**config.mk**
```make
export PLATFORM = sky130hd
export DESIGN_NAME = fpes_sequencer
export DESIGN_NICKNAME = d
export VERILOG_FILES = /design/src/design/fpes_pkg.sv /design/src/design/fpes_cycle_timer.sv /design/src/design/fpes_sequencer.sv
export SDC_FILE = /design/constraint.sdc
export NUM_CORES = 1
export LEC_CHECK = 0
export ABC_AREA = 1
export BUFFER_PORTS_ARGS = -buffer_cell sky130_fd_sc_hd__buf_4
export CAP_MARGIN = 20
export CELL_PAD_IN_SITES_DETAIL_PLACEMENT = 1
export CELL_PAD_IN_SITES_GLOBAL_PLACEMENT = 1
export CORE_ASPECT_RATIO = 0.5
export CORE_UTILIZATION = 39
export CTS_BUF_LIST = sky130_fd_sc_hd__clkbuf_16
export CTS_CLUSTER_SIZE = 28
export DETAILED_ROUTE_END_ITERATION = 12
export PLACE_DENSITY_LB_ADDON = 0.15
export SLEW_MARGIN = 10
export SYNTH_ARGS = -nofsm -noshare
export SYNTH_HDL_FRONTEND = slang
export SYNTH_SLANG_ARGS = --single-unit
```
**constraint.sdc**
```tcl
create_clock -name sys_clk -period 2.1 [get_ports sys_clk]
set_clock_uncertainty 0.05 [all_clocks]
set_input_delay 0.42 -clock sys_clk [delete_from_list [all_inputs] [get_ports sys_clk]]
set_output_delay 0.42 -clock sys_clk [all_outputs]
set_load 0.1 [all_outputs]
```
**src/design/fpes_pkg.sv**
```systemverilog
// constants, types and state layout for the flash program/erase sequencer
// assumes a single 25 MHz system clock and a flash array with a one-cycle read port
package fpes_pkg;

	localparam int CLK_PERIOD_NS = 40;
	localparam int DATA_TMO_US   = 20;
	localparam int PROG_US       = 20;
	localparam int ERASE_MS      = 20;

	// least times round up
	localparam int DATA_TMO_CYC = (DATA_TMO_US * 1000 + CLK_PERIOD_NS - 1) / CLK_PERIOD_NS;
	localparam int PROG_CYC     = (PROG_US * 1000 + CLK_PERIOD_NS - 1) / CLK_PERIOD_NS;
	localparam int ERASE_CYC    = (ERASE_MS * 1000000 + CLK_PERIOD_NS - 1) / CLK_PERIOD_NS;
	localparam int TMR_W        = 20;

	localparam logic [31:0] REG_CTRL = 32'h0000_0000;
	localparam logic [31:0] REG_ADDR = 32'h0000_0004;
	localparam logic [31:0] REG_DATA = 32'h0000_0008;

	localparam int CTRL_ERASE_BIT = 0;
	localparam int CTRL_PROG_BIT  = 1;
	localparam int CTRL_ABORT_BIT = 5;
	localparam int CTRL_FULL_BIT  = 6;
	localparam int CTRL_BUSY_BIT  = 7;

	localparam logic [1:0] RESP_OKAY   = 2'h0;
	localparam logic [1:0] RESP_SLVERR = 2'h2;

	localparam int BIG_PAGE_BYTES   = 2048;
	localparam int SMALL_PAGE_BYTES = 1024;
	localparam int WORD_BYTES       = 4;
	localparam int LOCK_BYTES       = 16;
	localparam int LOCK_WORDS       = LOCK_BYTES / WORD_BYTES;
	localparam int LOCK_BITS_PER_W  = 32;
	localparam logic LOCKED_LEVEL   = 1'b0;

	typedef enum logic [6:0] {
		ST_IDLE     = 7'h01,
		ST_LOCK_RD  = 7'h02,
		ST_LOCK_CHK = 7'h04,
		ST_ERASE    = 7'h08,
		ST_FILL     = 7'h10,
		ST_MERGE    = 7'h20,
		ST_PROG     = 7'h40
	} fpes_state_t;

	typedef struct packed {
		logic        we;     // one-cycle program strobe
		logic        erase;  // one-cycle page erase strobe
		logic [6:0]  page;   // page to erase
		logic [15:0] waddr;  // word address to program
		logic [31:0] wdata;  // merged word to program
		logic [15:0] raddr;  // word address on the read port
	} fpes_arr_cmd_t;

	typedef struct packed {
		fpes_state_t   st;
		logic          erase;
		logic          prog;
		logic          busy;
		logic          full;
		logic          abort;
		logic          pend;
		logic          trig;
		logic [1:0]    nbytes;
		logic [31:0]   wbuf;
		logic [15:0]   addr;
		fpes_arr_cmd_t arr;
		logic          bvalid;
		logic [1:0]    bresp;
		logic          rvalid;
		logic [1:0]    rresp;
		logic [31:0]   rdata;
	} fpes_regs_t;

	localparam fpes_regs_t FPES_REGS_RST = '{st: ST_IDLE, default: '0};

	typedef struct packed {
		logic [TMR_W-1:0] cnt;
	} fpes_tmr_t;

endpackage

```
**src/design/fpes_cycle_timer.sv**
```systemverilog
// saturating cycle counter used for erase, program and data timeout timing
// assumes clear and run come from logic on sys_clk
`timescale 1ns/100ps
`default_nettype none
module fpes_cycle_timer (
	input  wire logic                     sys_clk,  // system clock
	input  wire logic                     sys_rst,  // synchronous reset, high
	input  wire logic                     clear,    // restart from zero
	input  wire logic                     run,      // count while high
	input  wire logic [fpes_pkg::TMR_W-1:0] limit,  // cycles until done
	output logic                          done      // high on the last counted cycle and after
);
	import fpes_pkg::*;

	fpes_tmr_t r;
	fpes_tmr_t nx;

	always_comb begin
		nx = r;
		if (clear) begin
			nx.cnt = '0;
		end else if (run && (r.cnt != limit - 1'b1)) begin
			nx.cnt = r.cnt + 1'b1;
		end
	end

	// saturates so a late look still sees the expiry
	assign done = run && (r.cnt == limit - 1'b1);

	always_ff @(posedge sys_clk) begin
		if (sys_rst) begin
			r <= '0;
		end else begin
			r <= nx;
		end
	end
endmodule // fpes_cycle_timer
`default_nettype wire

```
**src/design/fpes_sequencer.sv**
```systemverilog
// flash program/erase sequencer with an axi4-lite register slave
// assumes the array returns read data one cycle after raddr and handles
// erase/program strobes itself; all inputs are on sys_clk
//
// Our own choices: the register offsets and register access over AXI4-Lite.
`timescale 1ns/100ps
`default_nettype none
module fpes_sequencer #(
	parameter int       AW           = 12,                    // axi address width
	parameter int       NUM_PAGES    = 128,                   // pages in the array
	parameter bit       SMALL_PAGE   = 1'b0,                  // 1: 1024-byte pages
	parameter int       ERASE_CYCLES = fpes_pkg::ERASE_CYC,   // page erase length
	parameter int       PROG_CYCLES  = fpes_pkg::PROG_CYC,    // word program length
	parameter int       TMO_CYCLES   = fpes_pkg::DATA_TMO_CYC // byte arrival window
) (
	input  wire logic                  sys_clk,          // system clock
	input  wire logic                  sys_rst,          // synchronous reset, high
	input  wire logic [AW-1:0]         s_axi_awaddr,     // write address
	input  wire logic                  s_axi_awvalid,    // write address valid
	output logic                       s_axi_awready,    // write address ready
	input  wire logic [31:0]           s_axi_wdata,      // write data
	input  wire logic [3:0]            s_axi_wstrb,      // write byte enables
	input  wire logic                  s_axi_wvalid,     // write data valid
	output logic                       s_axi_wready,     // write data ready
	output logic [1:0]                 s_axi_bresp,      // write response
	output logic                       s_axi_bvalid,     // write response valid
	input  wire logic                  s_axi_bready,     // write response ready
	input  wire logic [AW-1:0]         s_axi_araddr,     // read address
	input  wire logic                  s_axi_arvalid,    // read address valid
	output logic                       s_axi_arready,    // read address ready
	output logic [31:0]                s_axi_rdata,      // read data
	output logic [1:0]                 s_axi_rresp,      // read response
	output logic                       s_axi_rvalid,     // read data valid
	input  wire logic                  s_axi_rready,     // read data ready
	output fpes_pkg::fpes_arr_cmd_t    arr_cmd,          // commands to the flash array
	input  wire logic [31:0]           arr_rdata,        // array read data, one cycle late
	output logic                       dma_trigger,      // one-cycle dma request pulse
	input  wire logic                  fetch_from_flash, // cpu is fetching from flash
	output logic                       fetch_stall       // hold instruction fetch
);
	import fpes_pkg::*;

	localparam int PAGE_WORDS = (SMALL_PAGE ? SMALL_PAGE_BYTES : BIG_PAGE_BYTES) / WORD_BYTES;
	localparam int LOCK_BASE  = (NUM_PAGES - 1) * PAGE_WORDS + PAGE_WORDS - LOCK_WORDS;

	fpes_regs_t r;
	fpes_regs_t nx;
	logic       wr_fire;
	logic       rd_fire;
	logic       op_run;
	logic       op_done;
	logic       tmo_run;
	logic       tmo_done;
	logic       start_req;
	logic       byte_take;
	logic       page_locked;
	logic [6:0] cur_page;

	function automatic logic is_reg(input logic [AW-1:0] a, input logic [31:0] off);
		is_reg = (a[AW-1:2] == off[AW-1:2]);
	endfunction

	function automatic logic [6:0] page_of(input logic [15:0] a);
		page_of = SMALL_PAGE ? a[14:8] : a[15:9];
	endfunction

	// one lock bit per page, packed into the top words of the last page
	function automatic logic [15:0] lock_word(input logic [6:0] p);
		lock_word = 16'(LOCK_BASE + int'(p) / LOCK_BITS_PER_W);
	endfunction

	assign cur_page    = page_of(r.addr);
	assign page_locked = (arr_rdata[cur_page[4:0]] == LOCKED_LEVEL);
	assign wr_fire     = s_axi_awvalid && s_axi_wvalid && !r.bvalid;
	assign rd_fire     = s_axi_arvalid && !r.rvalid;
	assign start_req   = wr_fire && is_reg(s_axi_awaddr, REG_CTRL) && s_axi_wstrb[0] &&
		!r.busy && (s_axi_wdata[CTRL_ERASE_BIT] || s_axi_wdata[CTRL_PROG_BIT]);
	// a loaded buffer swallows data writes silently
	assign byte_take   = wr_fire && is_reg(s_axi_awaddr, REG_DATA) && s_axi_wstrb[0] &&
		r.prog && !r.full;

	assign op_run  = (r.st == ST_ERASE) || (r.st == ST_PROG);
	assign tmo_run = r.prog && !r.full && ((r.st == ST_FILL) || (r.st == ST_PROG));

	fpes_cycle_timer u_op_timer (
		.sys_clk (sys_clk),
		.sys_rst (sys_rst),
		.clear   (!op_run),
		.run     (op_run),
		.limit   ((r.st == ST_ERASE) ? TMR_W'(ERASE_CYCLES) : TMR_W'(PROG_CYCLES)),
		.done    (op_done)
	);

	// window restarts whenever the buffer drains
	fpes_cycle_timer u_tmo_timer (
		.sys_clk (sys_clk),
		.sys_rst (sys_rst),
		.clear   (!tmo_run),
		.run     (tmo_run),
		.limit   (TMR_W'(TMO_CYCLES)),
		.done    (tmo_done)
	);

	always_comb begin
		nx = r;
		nx.arr.we    = 1'b0;
		nx.arr.erase = 1'b0;
		nx.trig      = 1'b0;

		if (r.bvalid && s_axi_bready) begin
			nx.bvalid = 1'b0;
		end
		if (wr_fire) begin
			nx.bvalid = 1'b1;
			nx.bresp  = RESP_OKAY;
			if (is_reg(s_axi_awaddr, REG_CTRL)) begin
				if (start_req) begin
					nx.erase      = s_axi_wdata[CTRL_ERASE_BIT];
					nx.prog       = s_axi_wdata[CTRL_PROG_BIT];
					nx.busy       = 1'b1;
					nx.abort      = 1'b0;
					nx.full       = 1'b0;
					nx.nbytes     = '0;
					nx.st         = ST_LOCK_RD;
					nx.arr.raddr  = lock_word(cur_page);
				end
			end else if (is_reg(s_axi_awaddr, REG_ADDR)) begin
				if (!r.busy && s_axi_wstrb[0]) begin
					nx.addr[7:0] = s_axi_wdata[7:0];
				end
				if (!r.busy && s_axi_wstrb[1]) begin
					nx.addr[15:8] = s_axi_wdata[15:8];
				end
			end else if (is_reg(s_axi_awaddr, REG_DATA)) begin
				if (byte_take) begin
					// low byte arrives first
					nx.wbuf[{r.nbytes, 3'h0} +: 8] = s_axi_wdata[7:0];
					if (r.nbytes == 2'h3) begin
						nx.full   = 1'b1;
						nx.nbytes = '0;
					end else begin
						nx.nbytes = r.nbytes + 2'h1;
						nx.trig   = 1'b1;
					end
				end
			end else begin
				nx.bresp = RESP_SLVERR;
			end
		end

		if (r.rvalid && s_axi_rready) begin
			nx.rvalid = 1'b0;
		end
		if (rd_fire) begin
			nx.rvalid = 1'b1;
			nx.rresp  = RESP_OKAY;
			nx.rdata  = '0;
			if (is_reg(s_axi_araddr, REG_CTRL)) begin
				nx.rdata[CTRL_ERASE_BIT] = r.erase;
				nx.rdata[CTRL_PROG_BIT]  = r.prog;
				nx.rdata[CTRL_ABORT_BIT] = r.abort;
				nx.rdata[CTRL_FULL_BIT]  = r.full;
				nx.rdata[CTRL_BUSY_BIT]  = r.busy;
			end else if (is_reg(s_axi_araddr, REG_ADDR)) begin
				nx.rdata[15:0] = r.addr;
			end else if (!is_reg(s_axi_araddr, REG_DATA)) begin
				nx.rresp = RESP_SLVERR;
			end
		end

		unique case (r.st)
			ST_IDLE: begin
			end
			ST_LOCK_RD: begin
				nx.st = ST_LOCK_CHK;
			end
			ST_LOCK_CHK: begin
				if (page_locked) begin
					nx.abort  = 1'b1;
					nx.erase  = 1'b0;
					nx.prog   = 1'b0;
					nx.busy   = 1'b0;
					nx.full   = 1'b0;
					nx.nbytes = '0;
					nx.st     = ST_IDLE;
				end else if (r.erase) begin
					nx.arr.erase = 1'b1;
					nx.arr.page  = cur_page;
					nx.st        = ST_ERASE;
				end else if (r.full) begin
					nx.arr.raddr = r.addr;
					nx.st        = ST_MERGE;
				end else begin
					nx.trig = 1'b1;
					nx.st   = ST_FILL;
				end
			end
			ST_ERASE: begin
				if (op_done) begin
					nx.erase = 1'b0;
					if (r.prog) begin
						nx.trig = 1'b1;
						nx.st   = ST_FILL;
					end else begin
						nx.busy = 1'b0;
						nx.st   = ST_IDLE;
					end
				end
			end
			ST_FILL: begin
				if (r.full) begin
					// every word rechecks its page, the stream may cross pages
					nx.arr.raddr = lock_word(cur_page);
					nx.st        = ST_LOCK_RD;
				end else if (tmo_done) begin
					nx.prog   = 1'b0;
					nx.busy   = 1'b0;
					nx.full   = 1'b0;
					nx.nbytes = '0;
					nx.st     = ST_IDLE;
				end
			end
			ST_MERGE: begin
				nx.pend = 1'b1;
				nx.st   = ST_PROG;
			end
			ST_PROG: begin
				if (r.pend) begin
					// zeros only ever clear; past the rewrite limits the
					// array content is not guarded here
					nx.arr.wdata = arr_rdata & r.wbuf;
					nx.arr.waddr = r.addr;
					nx.arr.we    = 1'b1;
					nx.pend      = 1'b0;
					nx.full      = 1'b0;
					nx.trig      = 1'b1;
				end
				if (op_done) begin
					nx.addr = r.addr + 16'h0001;
					nx.st   = ST_FILL;
				end
			end
			default: begin
				nx.st = ST_IDLE;
			end
		endcase
	end

	always_ff @(posedge sys_clk) begin
		if (sys_rst) begin
			r <= FPES_REGS_RST;
		end else begin
			r <= nx;
		end
	end

	assign s_axi_awready = wr_fire;
	assign s_axi_wready  = wr_fire;
	assign s_axi_bvalid  = r.bvalid;
	assign s_axi_bresp   = r.bresp;
	assign s_axi_arready = !r.rvalid;
	assign s_axi_rvalid  = r.rvalid;
	assign s_axi_rresp   = r.rresp;
	assign s_axi_rdata   = r.rdata;
	assign arr_cmd       = r.arr;
	assign dma_trigger   = r.trig;
	assign fetch_stall   = r.busy && fetch_from_flash;

	a_busy_on_start: assert property (@(posedge sys_clk) disable iff (sys_rst)
		start_req |=> r.busy && (r.st == ST_LOCK_RD))
		else $error("busy not raised by a start");

	a_full_after_four: assert property (@(posedge sys_clk) disable iff (sys_rst)
		byte_take && (r.nbytes == 2'h3) && !((r.st == ST_FILL) && tmo_done) |=> r.full)
		else $error("buffer not loaded after fourth byte");

	a_full_ignores_data: assert property (@(posedge sys_clk) disable iff (sys_rst)
		r.full && wr_fire && is_reg(s_axi_awaddr, REG_DATA) |=> $stable(r.wbuf))
		else $error("data write taken while buffer loaded");

	a_abort_clears_op: assert property (@(posedge sys_clk) disable iff (sys_rst)
		$rose(r.abort) |-> !r.busy && !r.prog && !r.erase && $past(r.st == ST_LOCK_CHK))
		else $error("fault flag without a clean stop");

	a_erase_holds_busy: assert property (@(posedge sys_clk) disable iff (sys_rst)
		(r.st == ST_ERASE) |-> r.busy && r.erase)
		else $error("busy or erase low during erase");

	a_erase_before_prog: assert property (@(posedge sys_clk) disable iff (sys_rst)
		r.arr.we |-> !r.erase && !$past(r.erase, 2))
		else $error("word programmed before erase done");

	a_merge_and: assert property (@(posedge sys_clk) disable iff (sys_rst)
		r.arr.we |-> (r.arr.wdata == ($past(arr_rdata) & r.wbuf)) && (r.arr.waddr == r.addr))
		else $error("programmed word is not the merged value");

	a_timeout_stops: assert property (@(posedge sys_clk) disable iff (sys_rst)
		(r.st == ST_FILL) && !r.full && tmo_done |=> !r.prog && !r.busy && (r.st == ST_IDLE))
		else $error("late data did not end the sequence");

	a_first_trigger: assert property (@(posedge sys_clk) disable iff (sys_rst)
		(r.st == ST_LOCK_CHK) && !page_locked && !r.erase && !r.full |=> dma_trigger ##1 !dma_trigger)
		else $error("no single first trigger after start");

	a_erase_bit_with_busy: assert property (@(posedge sys_clk) disable iff (sys_rst)
		$fell(r.erase) && !r.prog |-> $fell(r.busy))
		else $error("erase bit and busy fell apart");

	a_refill_trigger: assert property (@(posedge sys_clk) disable iff (sys_rst)
		r.arr.we |-> dma_trigger && !r.full)
		else $error("drained buffer gave no trigger");

endmodule // fpes_sequencer
`default_nettype wire

```
==> flow_summary_export.csv, run 1 <==
group,metric,value,unit
run_status,outcome,"finished, final reports clean",
cells_and_area,stdcell_count,2018,
synth,netlist.area_leader.share,37.4,%
floorplanning,die_extent_in_x,235,microns
worst_setup_path,timing.critical_path.to_type,"flip-flop",
floorplanning,initial_core_utilization,39.8,%
routing,detailed_router_iteration_count_before_antenna_repair,7,
sta,final_min_period_over_clock_period,99.3,%
synth,synth_area_leader_cell,"dfxtp_1",
clocking,cts_tree,"yes",
synth,post_synth_inst_count,1494,
sta,fin_hold_ws,0.137,ns
sta,max_clock_freq,480,MHz
sta,finalHoldViolations,0,
sta,final_report_setup_violation_count,0,
sta,worstMarginPinSlew,0.564,ns
clocking,clk-insertion-delay-late,0.47,ns
worst_setup_path,worst-setup-path-type,"reg2reg",
synth,synth-edff-count,0,
cells_and_area,num-fill-cells,3345,
worst_setup_path,cp_buf_inv_count,5,
clocking,clock_tree.buffer_depth,2,
hold_path,kind_of_path_behind_the_tightest_hold_check,"in2reg",
worst_setup_path,largest_incremental_delay_on_the_critical_path,0.45,ns
floorplanning,std_cell_rows,42,
worst_setup_path,cp_top_family,"simple AND/OR/NAND/NOR gates",
clocking,clkTransAtPathRegs,0.08,ns
sta,min_period,2.08,ns
clocking,cts_hold_buf,0,
routing,total_wire_length_after_detailed_routing,36.1,mm
synth,synth-main-ff-cell,"dfxtp_1",
global_route,grt_antenna_before_repair,1,
routing,drt_drc_violations_left,0,
sta,relSlewSlack,62.3,%
synth,synth-warning-count,0,
global_route,largest_net_degree_at_the_start_of_global_routing,35,
routing,via_density,5.20,
synth,netlist_top_cells_area,"dfxtp_1 37%, nand2_1 8.8%, buf_4 8.1%",
global_route,grt.total_usage,25.7,%
synth,seq_area_frac_synth,37.4,%
floorplanning,die_area,27800,sq um
global_route,first_global_vias,10800,
floorplanning,core_area,26500,sq um
clocking,cts_buffers,17,
global_route,grt_pass1_wl,56.5,mm
synth,syn_area_per_cell,7.06,sq um
worst_setup_path,cp_cell_sequence,"inv_6 > clkbuf_16 > o21ai_1 > nand2_1 > nand2_1 > nand2_1 > inv_2 > nand2_4 > nand2_8 > inv_2 > nand2_2 > nand3b_1 > nand4_1 > inv_1",
pwr,ir_drop_worst_case_vdd,0.601,mV
routing,post_drt_wl_per_cell,17.9,microns
pwr,power.static_leakage,5.88,nW
clocking,clock_tree.root_cell,"clkbuf_16",
worst_setup_path,critical-path-slowest-cell,"dfxtp_4",
worst_setup_path,worst_setup_start_kind,"flip-flop",
sta,grt_setup_unrepaired,"true",
synth,dominant_cell_by_count_in_the_synthesized_netlist,"nand2_1",
synth,synth-seq-cells,197,
place,hpwl_dp,26.9,mm
floorplanning,ioPinCount,216,
place,number_of_placed_instances_with_taps_included,1964,
clocking,h-tree-depth,4,
cells_and_area,share_of_layout_cells_above_drive_strength_1,26.8,%
sta,drv_slew,0,
worst_setup_path,cp.arrival,2.40,ns
cells_and_area,multi_input_gate_area,5260,sq um
synth,synth_top_cells_by_count,"246 x nand2_1, 197 x dfxtp_1, 172 x nor2_1",
place,finalWeightedCongestion,0.891,
worst_setup_path,timing.critical_path.mode_cell,"nand2_1",
cells_and_area,numnets_final,1764,
synth,asyncSetResetFlopFracSynth,0,%
worst_setup_path,maximum_net_fanout_on_the_critical_path,8,
sta,totalNegativeSetupSlack,0,ns
routing,ant_nets,0,
cells_and_area,seq_area,3980,sq um
routing,drt_first_iter_violations,590,
routing,via_count,10500,
floorplanning,die_y,118,microns
synth,netlist_area,10600,sq um
clocking,clock_sink_count,197,
pwr,p_per_area,611,nW/um^2
worst_setup_path,timing.critical_path.required,2.41,ns
job,drv_cap,0,
global_route,grt-ovfl-total,0,
cells_and_area,synthesis_to_finish_area_growth,24.9,%
place,portBuffers,175,
synth,netlist-cell-type-count,56,
-- cells in the final DEF (no fill, tap or decap), drive strengths merged, types with 12 or more instances in the layout --
master	count
o21ai	108
nand2	258
xor2	12
inv	167
buf	282
clkbuf	19
dfxtp	197
nor3	31
conb	18
a211oi	22
or2	12
nand4	35
a21oi	108
nor2	191
nand3	135
-- logic make-up (layout without fill, tap and decap cells) --
kind of cell	after synthesis	in the layout	share of synthesized area [%]
simple gates	670	671	29.7
buf+inv	329	482	16.0
compound gates	269	269	14.1
flops	197	197	37.4
xor+xnor	13	13	1.08
fa+ha+maj	9	9	1.07
mux	6	6	0.628
other cells	1	19	0.0355
-- path summary, 6_finish.rpt --
kind / to / cells past startpoint / slack [ns] / startpoint
min reg2reg: s_axi_rresp[1] / 2 / 0.42 / s_axi_rresp[1]
min: arr_cmd[33] / 3 / 0.14 / arr_rdata[17]
max: r[164] / 14 / 0.02 / cur_page[0]
max reg2reg: r[164] / 14 / 0.02 / cur_page[0]
-- metrics by stage --
stage | utilization, % | cell area (sq um) | power (mW) | setup slack (ns)
after global routing | 49.8 | 13200 | 8.29 | -0.161
after CTS | 47.9 | 12700 | 8.09 | 0.000937
final | 49.8 | 13200 | 8.05 | 0.0156
after global placement | 45.5 | 12100 | 4.57 | -0.0305
after floorplan | - | 10700 | 4.38 | -0.101
after detailed placement | 45.5 | 12100 | 4.58 | -0.131
-- cell type report --
type                            count  share of cell area (%)
Clock buffer                       17                    3.23
Inverter                          169                    4.99
Multi-Input combinational cell    986                    39.9
Antenna cell                        1                  0.0190
Tap cell                          352                    3.34
Clock inverter                     12                    1.35
Sequential cell                   197                    30.2
Timing Repair Buffer              284                    17.1
-- power by group --
group	internal, mW	switching [mW]
registers	3.75	0.0172
clock network	1.98	1.56
logic	0.187	0.550
-- layer usage --
layer / track usage, % / wire length, microns
met2: 43.8 / 17800
met5: 0 / 0
met4: 9.09 / 725
met1: 32.5 / 16000
met3: 5.05 / 1630
-- timing repair --
action / 4_1_cts / 5_1_grt
pin swaps: 2 / 38
endpoints found under the hold margin: 0 / 0
endpoints found under the setup margin: 22 / 82
gates cloned: 0 / 3
gates resized for setup: 5 / 90
buffers inserted: 2 / 19
-- tightest hold or removal path, cell delays in order --
cell     delay (ns)
buf_4          0.09
nand3_1        0.07
nand2_1        0.05
Note: power is estimated with default switching activity, not from simulation.
==> run 2, diff against run 1 <==
--- a/config.mk
+++ b/config.mk
@@ -11,7 +11,7 @@
 export CELL_PAD_IN_SITES_DETAIL_PLACEMENT = 1
 export CELL_PAD_IN_SITES_GLOBAL_PLACEMENT = 1
 export CORE_ASPECT_RATIO = 0.5
-export CORE_UTILIZATION = 39
+export CORE_UTILIZATION = 30
 export CTS_BUF_LIST = sky130_fd_sc_hd__clkbuf_16
 export CTS_CLUSTER_SIZE = 28
 export DETAILED_ROUTE_END_ITERATION = 12
==> flow_summary_export.csv, run 2 (same netlist as run 1, synthesis figures left out) <==
group,metric,value,unit
hold_path,holdPathStages,3,
hold_path,kind_of_path_behind_the_tightest_hold_check,"in2reg",
worst_setup_path,timing.critical_path.to_type,"flip-flop",
routing,via_density,4.79,
floorplanning,die_y,135,microns
worst_setup_path,worst-setup-path-type,"reg2reg",
clocking,clkTransAtPathRegs,0.08,ns
sta,final_min_period_over_clock_period,97.6,%
worst_setup_path,critical-path-slowest-cell,"dfxtp_4",
worst_setup_path,cp_top_family,"simple AND/OR/NAND/NOR gates",
sta,max_clock_freq,488,MHz
sta,worstMarginPinSlew,0.518,ns
hold_path,worstHoldEndpoint,"arr_cmd[43]",
worst_setup_path,largest_incremental_delay_on_the_critical_path,0.37,ns
global_route,grt_pass1_wl,56.6,mm
sta,fin_hold_ws,0.139,ns
clocking,cts_hold_buf,0,
routing,ant_nets,0,
place,hpwl_dp,28.2,mm
sta,totalNegativeSetupSlack,0,ns
sta,final_report_setup_violation_count,0,
cells_and_area,synthesis_to_finish_area_growth,26.1,%
run_status,outcome,"finished, final reports clean",
sta,fin_ws,0.0503,ns
sta,finalHoldViolations,0,
clocking,clk-insertion-delay-late,0.46,ns
place,finalWeightedCongestion,0.870,
clocking,clock_tree.buffer_depth,2,
cells_and_area,numnets_final,1765,
clocking,h-tree-depth,4,
pwr,ir_drop_worst_case_vdd,0.478,mV
cells_and_area,num_antenna_cells,0,
sta,relSlewSlack,65.4,%
hold_path,hold_path_startpoint,"arr_rdata[27]",
worst_setup_path,reg2reg_depth,14,
worst_setup_path,cp_buf_inv_count,4,
worst_setup_path,timing.critical_path.required,2.41,ns
worst_setup_path,worst_r2r_endpoint,"r[166]",
routing,total_wire_length_after_detailed_routing,36.5,mm
global_route,first_global_vias,10500,
clocking,clock_sink_count,197,
place,number_of_placed_instances_with_taps_included,2105,
floorplanning,core_area,34500,sq um
global_route,largest_net_degree_at_the_start_of_global_routing,54,
worst_setup_path,reg2reg_slack,0.05,ns
worst_setup_path,worst_setup_start_kind,"flip-flop",
worst_setup_path,cp.arrival,2.36,ns
pwr,power,7.85,mW
routing,via_count,10300,
sta,grt_setup_unrepaired,"true",
clocking,cts_buffers,17,
place,preCtsSetupSlack,-0.0506,ns
pwr,p_per_area,590,nW/um^2
cells_and_area,mostFrequentLayoutCell,"buf_4",
clocking,clock_tree.root_cell,"clkbuf_16",
pwr,power.static_leakage,5.86,nW
place,portBuffers,175,
worst_setup_path,timing.critical_path.mode_cell,"nor2_1",
cells_and_area,share_of_layout_cells_above_drive_strength_1,26.9,%
clocking,cts_tree,"yes",
job,drv_cap,0,
global_route,grt-ovfl-total,0,
global_route,grt.total_usage,20.2,%
floorplanning,die_area,36000,sq um
cells_and_area,most_frequent_cells_in_the_layout,"273 x buf_4, 237 x nand2_1, 184 x dfxtp_1, 156 x nor2_1, 146 x inv_1",
floorplanning,ioPinCount,216,
routing,detailed_router_iteration_count_before_antenna_repair,4,
global_route,grt_antenna_before_repair,0,
routing,drt_drc_violations_left,0,
floorplanning,die_extent_in_x,267,microns
worst_setup_path,crit-reg2reg-launch,"cur_page[0]",
sta,min_period,2.05,ns
floorplanning,initial_core_utilization,30.6,%
sta,drv_slew,0,
routing,post_drt_wl_per_cell,17.0,microns
worst_setup_path,maximum_net_fanout_on_the_critical_path,5,
cells_and_area,stdcell_count,2144,
routing,drt_first_iter_violations,430,
worst_setup_path,cp_cell_sequence,"buf_8 > buf_12 > nor2_1 > nor2_1 > o21ai_0 > nand3_1 > nand3_2 > nand2_4 > nand2_8 > inv_4 > nand2_2 > nand3b_1 > nand4_1 > inv_1",
floorplanning,std_cell_rows,48,
-- run 2: changes by cell type in the layout (fill, tap and decap cells not counted), moves of 4 or more --
cell | before | now
o21ai_1 | 18 | 24
nand3_2 | 14 | 10
o21ai_0 | 87 | 83
nor2_1 | 160 | 156
nand3_1 | 119 | 123
nor2_4 | 13 | 17
-- run 2: worst max-delay path by stage --
stage                        startpoint          end  slack [ns]  cells after the start
after detailed placement    cur_page[0]  arr_cmd[66]       -0.05                     14
final                       cur_page[0]       r[166]        0.05                     14
after floorplan            s_axi_bvalid       r[168]       -0.10                      9
after global routing        cur_page[0]       r[166]       -0.06                     16
after global placement    arr_rdata[13]  arr_cmd[65]       -0.02                     15
after CTS                   cur_page[0]  arr_cmd[12]       0.003                     15
-- run 2: through the flow --
stage                     util, %  area, sq um
after floorplan                 -        10700
after global placement       35.8        12400
after detailed placement     35.8        12400
after CTS                    37.6        13000
after global routing         38.5        13300
final                        38.5        13300
-- run 2: area by class of cell --
class	count	area, sq um
clock inverter	14	121
tap	475	594
timing repair buffer	285	2250
inverter	169	664
fill	4296	21200
clock buffer	18	450
sequential	197	3970
multi-input combinational	986	5250
-- run 2: repair_timing --
item                       in CTS  in global routing
pin swaps                       2                 28
resized for setup              10                 95
setup buffers                   0                  6
setup endpoints to repair      19                 86
gates cloned                    1                  1
-- run 2: tightest hold or removal path, stage by stage --
cell,delay (ns)
buf_4,0.09
nand3_1,0.07
nand2_1,0.05
-- run 2: where the power goes --
part,total [mW],internal (mW),switching [mW]
combinational,0.749,0.197,0.552
clock,3.33,1.72,1.62
sequential,3.77,3.75,0.0162
total,7.85,5.67,2.18
-- run 2: metal layers --
| metal | wire [microns] | vias up | track usage [%] |
|---|---|---|---|
| met5 | 0 | - | 0 |
| met4 | 711 | 0 | 6.93 |
| met3 | 1140 | 44 | 3.79 |
| met2 | 18100 | 142 | 35.3 |
| met1 | 16600 | 4985 | 24.9 |
| li1 | - | 5107 | - |
==> run 3, diff against run 2 <==
--- a/config.mk
+++ b/config.mk
@@ -5,7 +5,6 @@
 export SDC_FILE = /design/constraint.sdc
 export NUM_CORES = 1
 export LEC_CHECK = 0
-export ABC_AREA = 1
 export BUFFER_PORTS_ARGS = -buffer_cell sky130_fd_sc_hd__buf_4
 export CAP_MARGIN = 20
 export CELL_PAD_IN_SITES_DETAIL_PLACEMENT = 1
==> flow_summary_export.csv, run 3 <==
group,metric,value,unit
routing,drt_first_iter_violations,453,
hold_path,kind_of_path_behind_the_tightest_hold_check,"in2reg",
place,finalWeightedCongestion,0.876,
sta,drv_slew,0,
place,post_dp_cell_area,12000,sq um
run_status,outcome,"complete, but fails checks",
worst_setup_path,reg2reg_depth,7,
worst_setup_path,worst-setup-path-type,"reg2reg",
worst_setup_path,crit-reg2reg-launch,"u_op_timer.r[13]",
sta,fin_hold_ws,0.0923,ns
sta,worstMarginPinSlew,0.568,ns
place,hpwl_dp,24.8,mm
synth,synth_area_leader_cell,"dfxtp_1",
cells_and_area,num_antenna_cells,0,
routing,via_density,5.08,
cells_and_area,num-fill-cells,3706,
hold_path,hold_path_startpoint,"s_axi_rready",
hold_path,holdPathStages,2,
hold_path,worstHoldEndpoint,"s_axi_rvalid",
clocking,clock_tree.root_cell,"clkbuf_16",
clocking,cts_buffers,17,
synth,seq_area_frac_synth,40.6,%
place,portBuffers,175,
sta,final_report_setup_violation_count,73,
clocking,clock_tree.buffer_depth,2,
floorplanning,die_y,129,microns
synth,synth-edff-count,0,
clocking,h-tree-depth,4,
synth,post_synth_inst_count,1191,
synth,synth-main-ff-cell,"dfxtp_1",
clocking,clock_sink_count,197,
synth,netlist_area,9720,sq um
routing,ant_nets,0,
routing,drt_drc_violations_left,0,
pwr,p_per_area,589,nW/um^2
place,preCtsSetupSlack,-0.515,ns
floorplanning,initial_core_utilization,30.6,%
synth,synth-seq-cells,197,
global_route,grt_antenna_before_repair,1,
clocking,clk-insertion-delay-late,0.46,ns
routing,total_wire_length_after_detailed_routing,34.2,mm
synth,synth_top_cells_by_count,"197 x dfxtp_1, 151 x nand2_1, 137 x a21oi_1",
global_route,largest_net_degree_at_the_start_of_global_routing,55,
run_status,violations,"negative setup slack",
synth,asyncSetResetFlopFracSynth,0,%
sta,grt_setup_unrepaired,"true",
floorplanning,ioPinCount,216,
synth,synth-warning-count,0,
sta,finalHoldViolations,0,
worst_setup_path,worst_r2r_endpoint,"cur_page[0]",
floorplanning,die_area,33200,sq um
sta,max_clock_freq,374,MHz
synth,dominant_cell_by_count_in_the_synthesized_netlist,"dfxtp_1",
synth,netlist_top_cells_area,"dfxtp_1 41%, buf_4 8.6%, a21oi_1 7.1%",
floorplanning,die_extent_in_x,257,microns
synth,netlist-cell-type-count,69,
cells_and_area,synthesis_to_finish_area_growth,36.5,%
worst_setup_path,maximum_net_fanout_on_the_critical_path,6,
clocking,cts_hold_buf,0,
sta,relSlewSlack,61.7,%
worst_setup_path,crit_start,"u_op_timer.r[13]",
pwr,ir_drop_worst_case_vdd,0.605,mV
synth,netlist.area_leader.share,40.6,%
worst_setup_path,reg2reg_slack,-0.58,ns
worst_setup_path,timing.critical_path.to_type,"flip-flop",
job,drv_cap,0,
cells_and_area,most_frequent_cells_in_the_layout,"310 x buf_4, 192 x dfxtp_1, 145 x nand2_1, 130 x a21oi_1, 78 x nor2_1",
routing,post_drt_wl_per_cell,18.7,microns
pwr,power.static_leakage,4.95,nW
synth,syn_area_per_cell,8.16,sq um
worst_setup_path,timing.critical_path.required,2.39,ns
clocking,cts_tree,"yes",
routing,via_count,9300,
routing,detailed_router_iteration_count_before_antenna_repair,5,
sta,final_min_period_over_clock_period,127,%
global_route,grt_pass1_wl,53.0,mm
cells_and_area,final_area,13300,sq um
worst_setup_path,worst_setup_start_kind,"flip-flop",
cells_and_area,numnets_final,1494,
floorplanning,core_area,31800,sq um
cells_and_area,share_of_layout_cells_above_drive_strength_1,35.9,%
global_route,grt.total_usage,20.3,%
sta,min_period,2.68,ns
global_route,first_global_vias,9543,
floorplanning,std_cell_rows,46,
global_route,grt-ovfl-total,0,
worst_setup_path,cp.arrival,2.97,ns
clocking,clkTransAtPathRegs,0.07,ns
sta,fin_ws,-0.576,ns
cells_and_area,mostFrequentLayoutCell,"buf_4",
[run 3: stage by stage]
stage          power (mW)  utilization (%)  cells  TNS [ns]
2_1_floorplan        4.26                -   1208    -17.11
3_3_place_gp         4.48             37.9   1774    -31.01
3_5_place_dp         4.49             37.9   1774    -35.08
4_1_cts              7.90             40.9   1820    -20.54
5_1_grt              8.08             41.8   1829    -25.73
6_report             7.81             41.8   1829    -18.90
[run 3: what timing repair did]
action	in CTS	in global routing
buffers inserted	13	10
pin swaps	11	19
endpoints found under the hold margin	0	0
cloned	3	0
gates resized for setup	46	47
endpoints found under the setup margin	83	87
[run 3: cell type report]
class                      count  area [sq um]  share of cell area [%]
clock buffer                  17           425                    3.20
clock inverter                14           161                    1.22
inverter                      12          53.8                   0.405
multi-input combinational    819          5330                    40.2
sequential                   197          3950                    29.8
tap                          432           541                    4.07
timing repair buffer         338          2810                    21.2
[run 3: how the worst max path moves through the flow]
stage / endpoint / cells after the start / slack, ns
final: cur_page[0] / 7 / -0.58
after global routing: cur_page[0] / 7 / -0.64
after CTS: r[117] / 7 / -0.51
after detailed placement: cur_page[5] / 7 / -0.52
after global placement: cur_page[1] / 7 / -0.51
after floorplan: r[119] / 6 / -0.46
[run 3: per-layer routing]
layer	GRT usage [%]	share of wire (%)	routed length, microns	vias to the layer above
met5	0	0.032	11	-
met2	35.4	50	17000	137
li1	-	-	-	4460
met3	3.48	2.8	970	34
met1	26.0	46	15700	4667
met4	5.99	1.5	513	2
[run 3: kinds of logic after synthesis]
family | after synthesis | share of synthesized area [%]
AND/OR/NAND/NOR | 487 | 24.8
XOR/XNOR | 31 | 2.79
buffers and inverters | 193 | 11.9
adder cells (fa/ha/maj) | 9 | 1.16
AO/OA/AOI/OAI | 245 | 15.2
multiplexers | 28 | 3.53
flip-flops | 197 | 40.6
other | 1 | 0.0386
[run 3: critical path: stages (launching register included)]
cell     delay [ns]
dfxtp_2        0.32
or4b_1         0.51
or4_4          0.56
or3_4          0.43
nor2_4         0.24
buf_4          0.16
a21oi_2        0.04
o221a_2        0.25
[run 3: report_power, final]
| part | internal (mW) | total, mW | switching (mW) |
|---|---|---|---|
| clock network | 1.86 | 3.40 | 1.54 |
| logic | 0.191 | 0.652 | 0.461 |
| registers | 3.75 | 3.76 | 0.0107 |
| total | 5.80 | 7.81 | 2.01 |
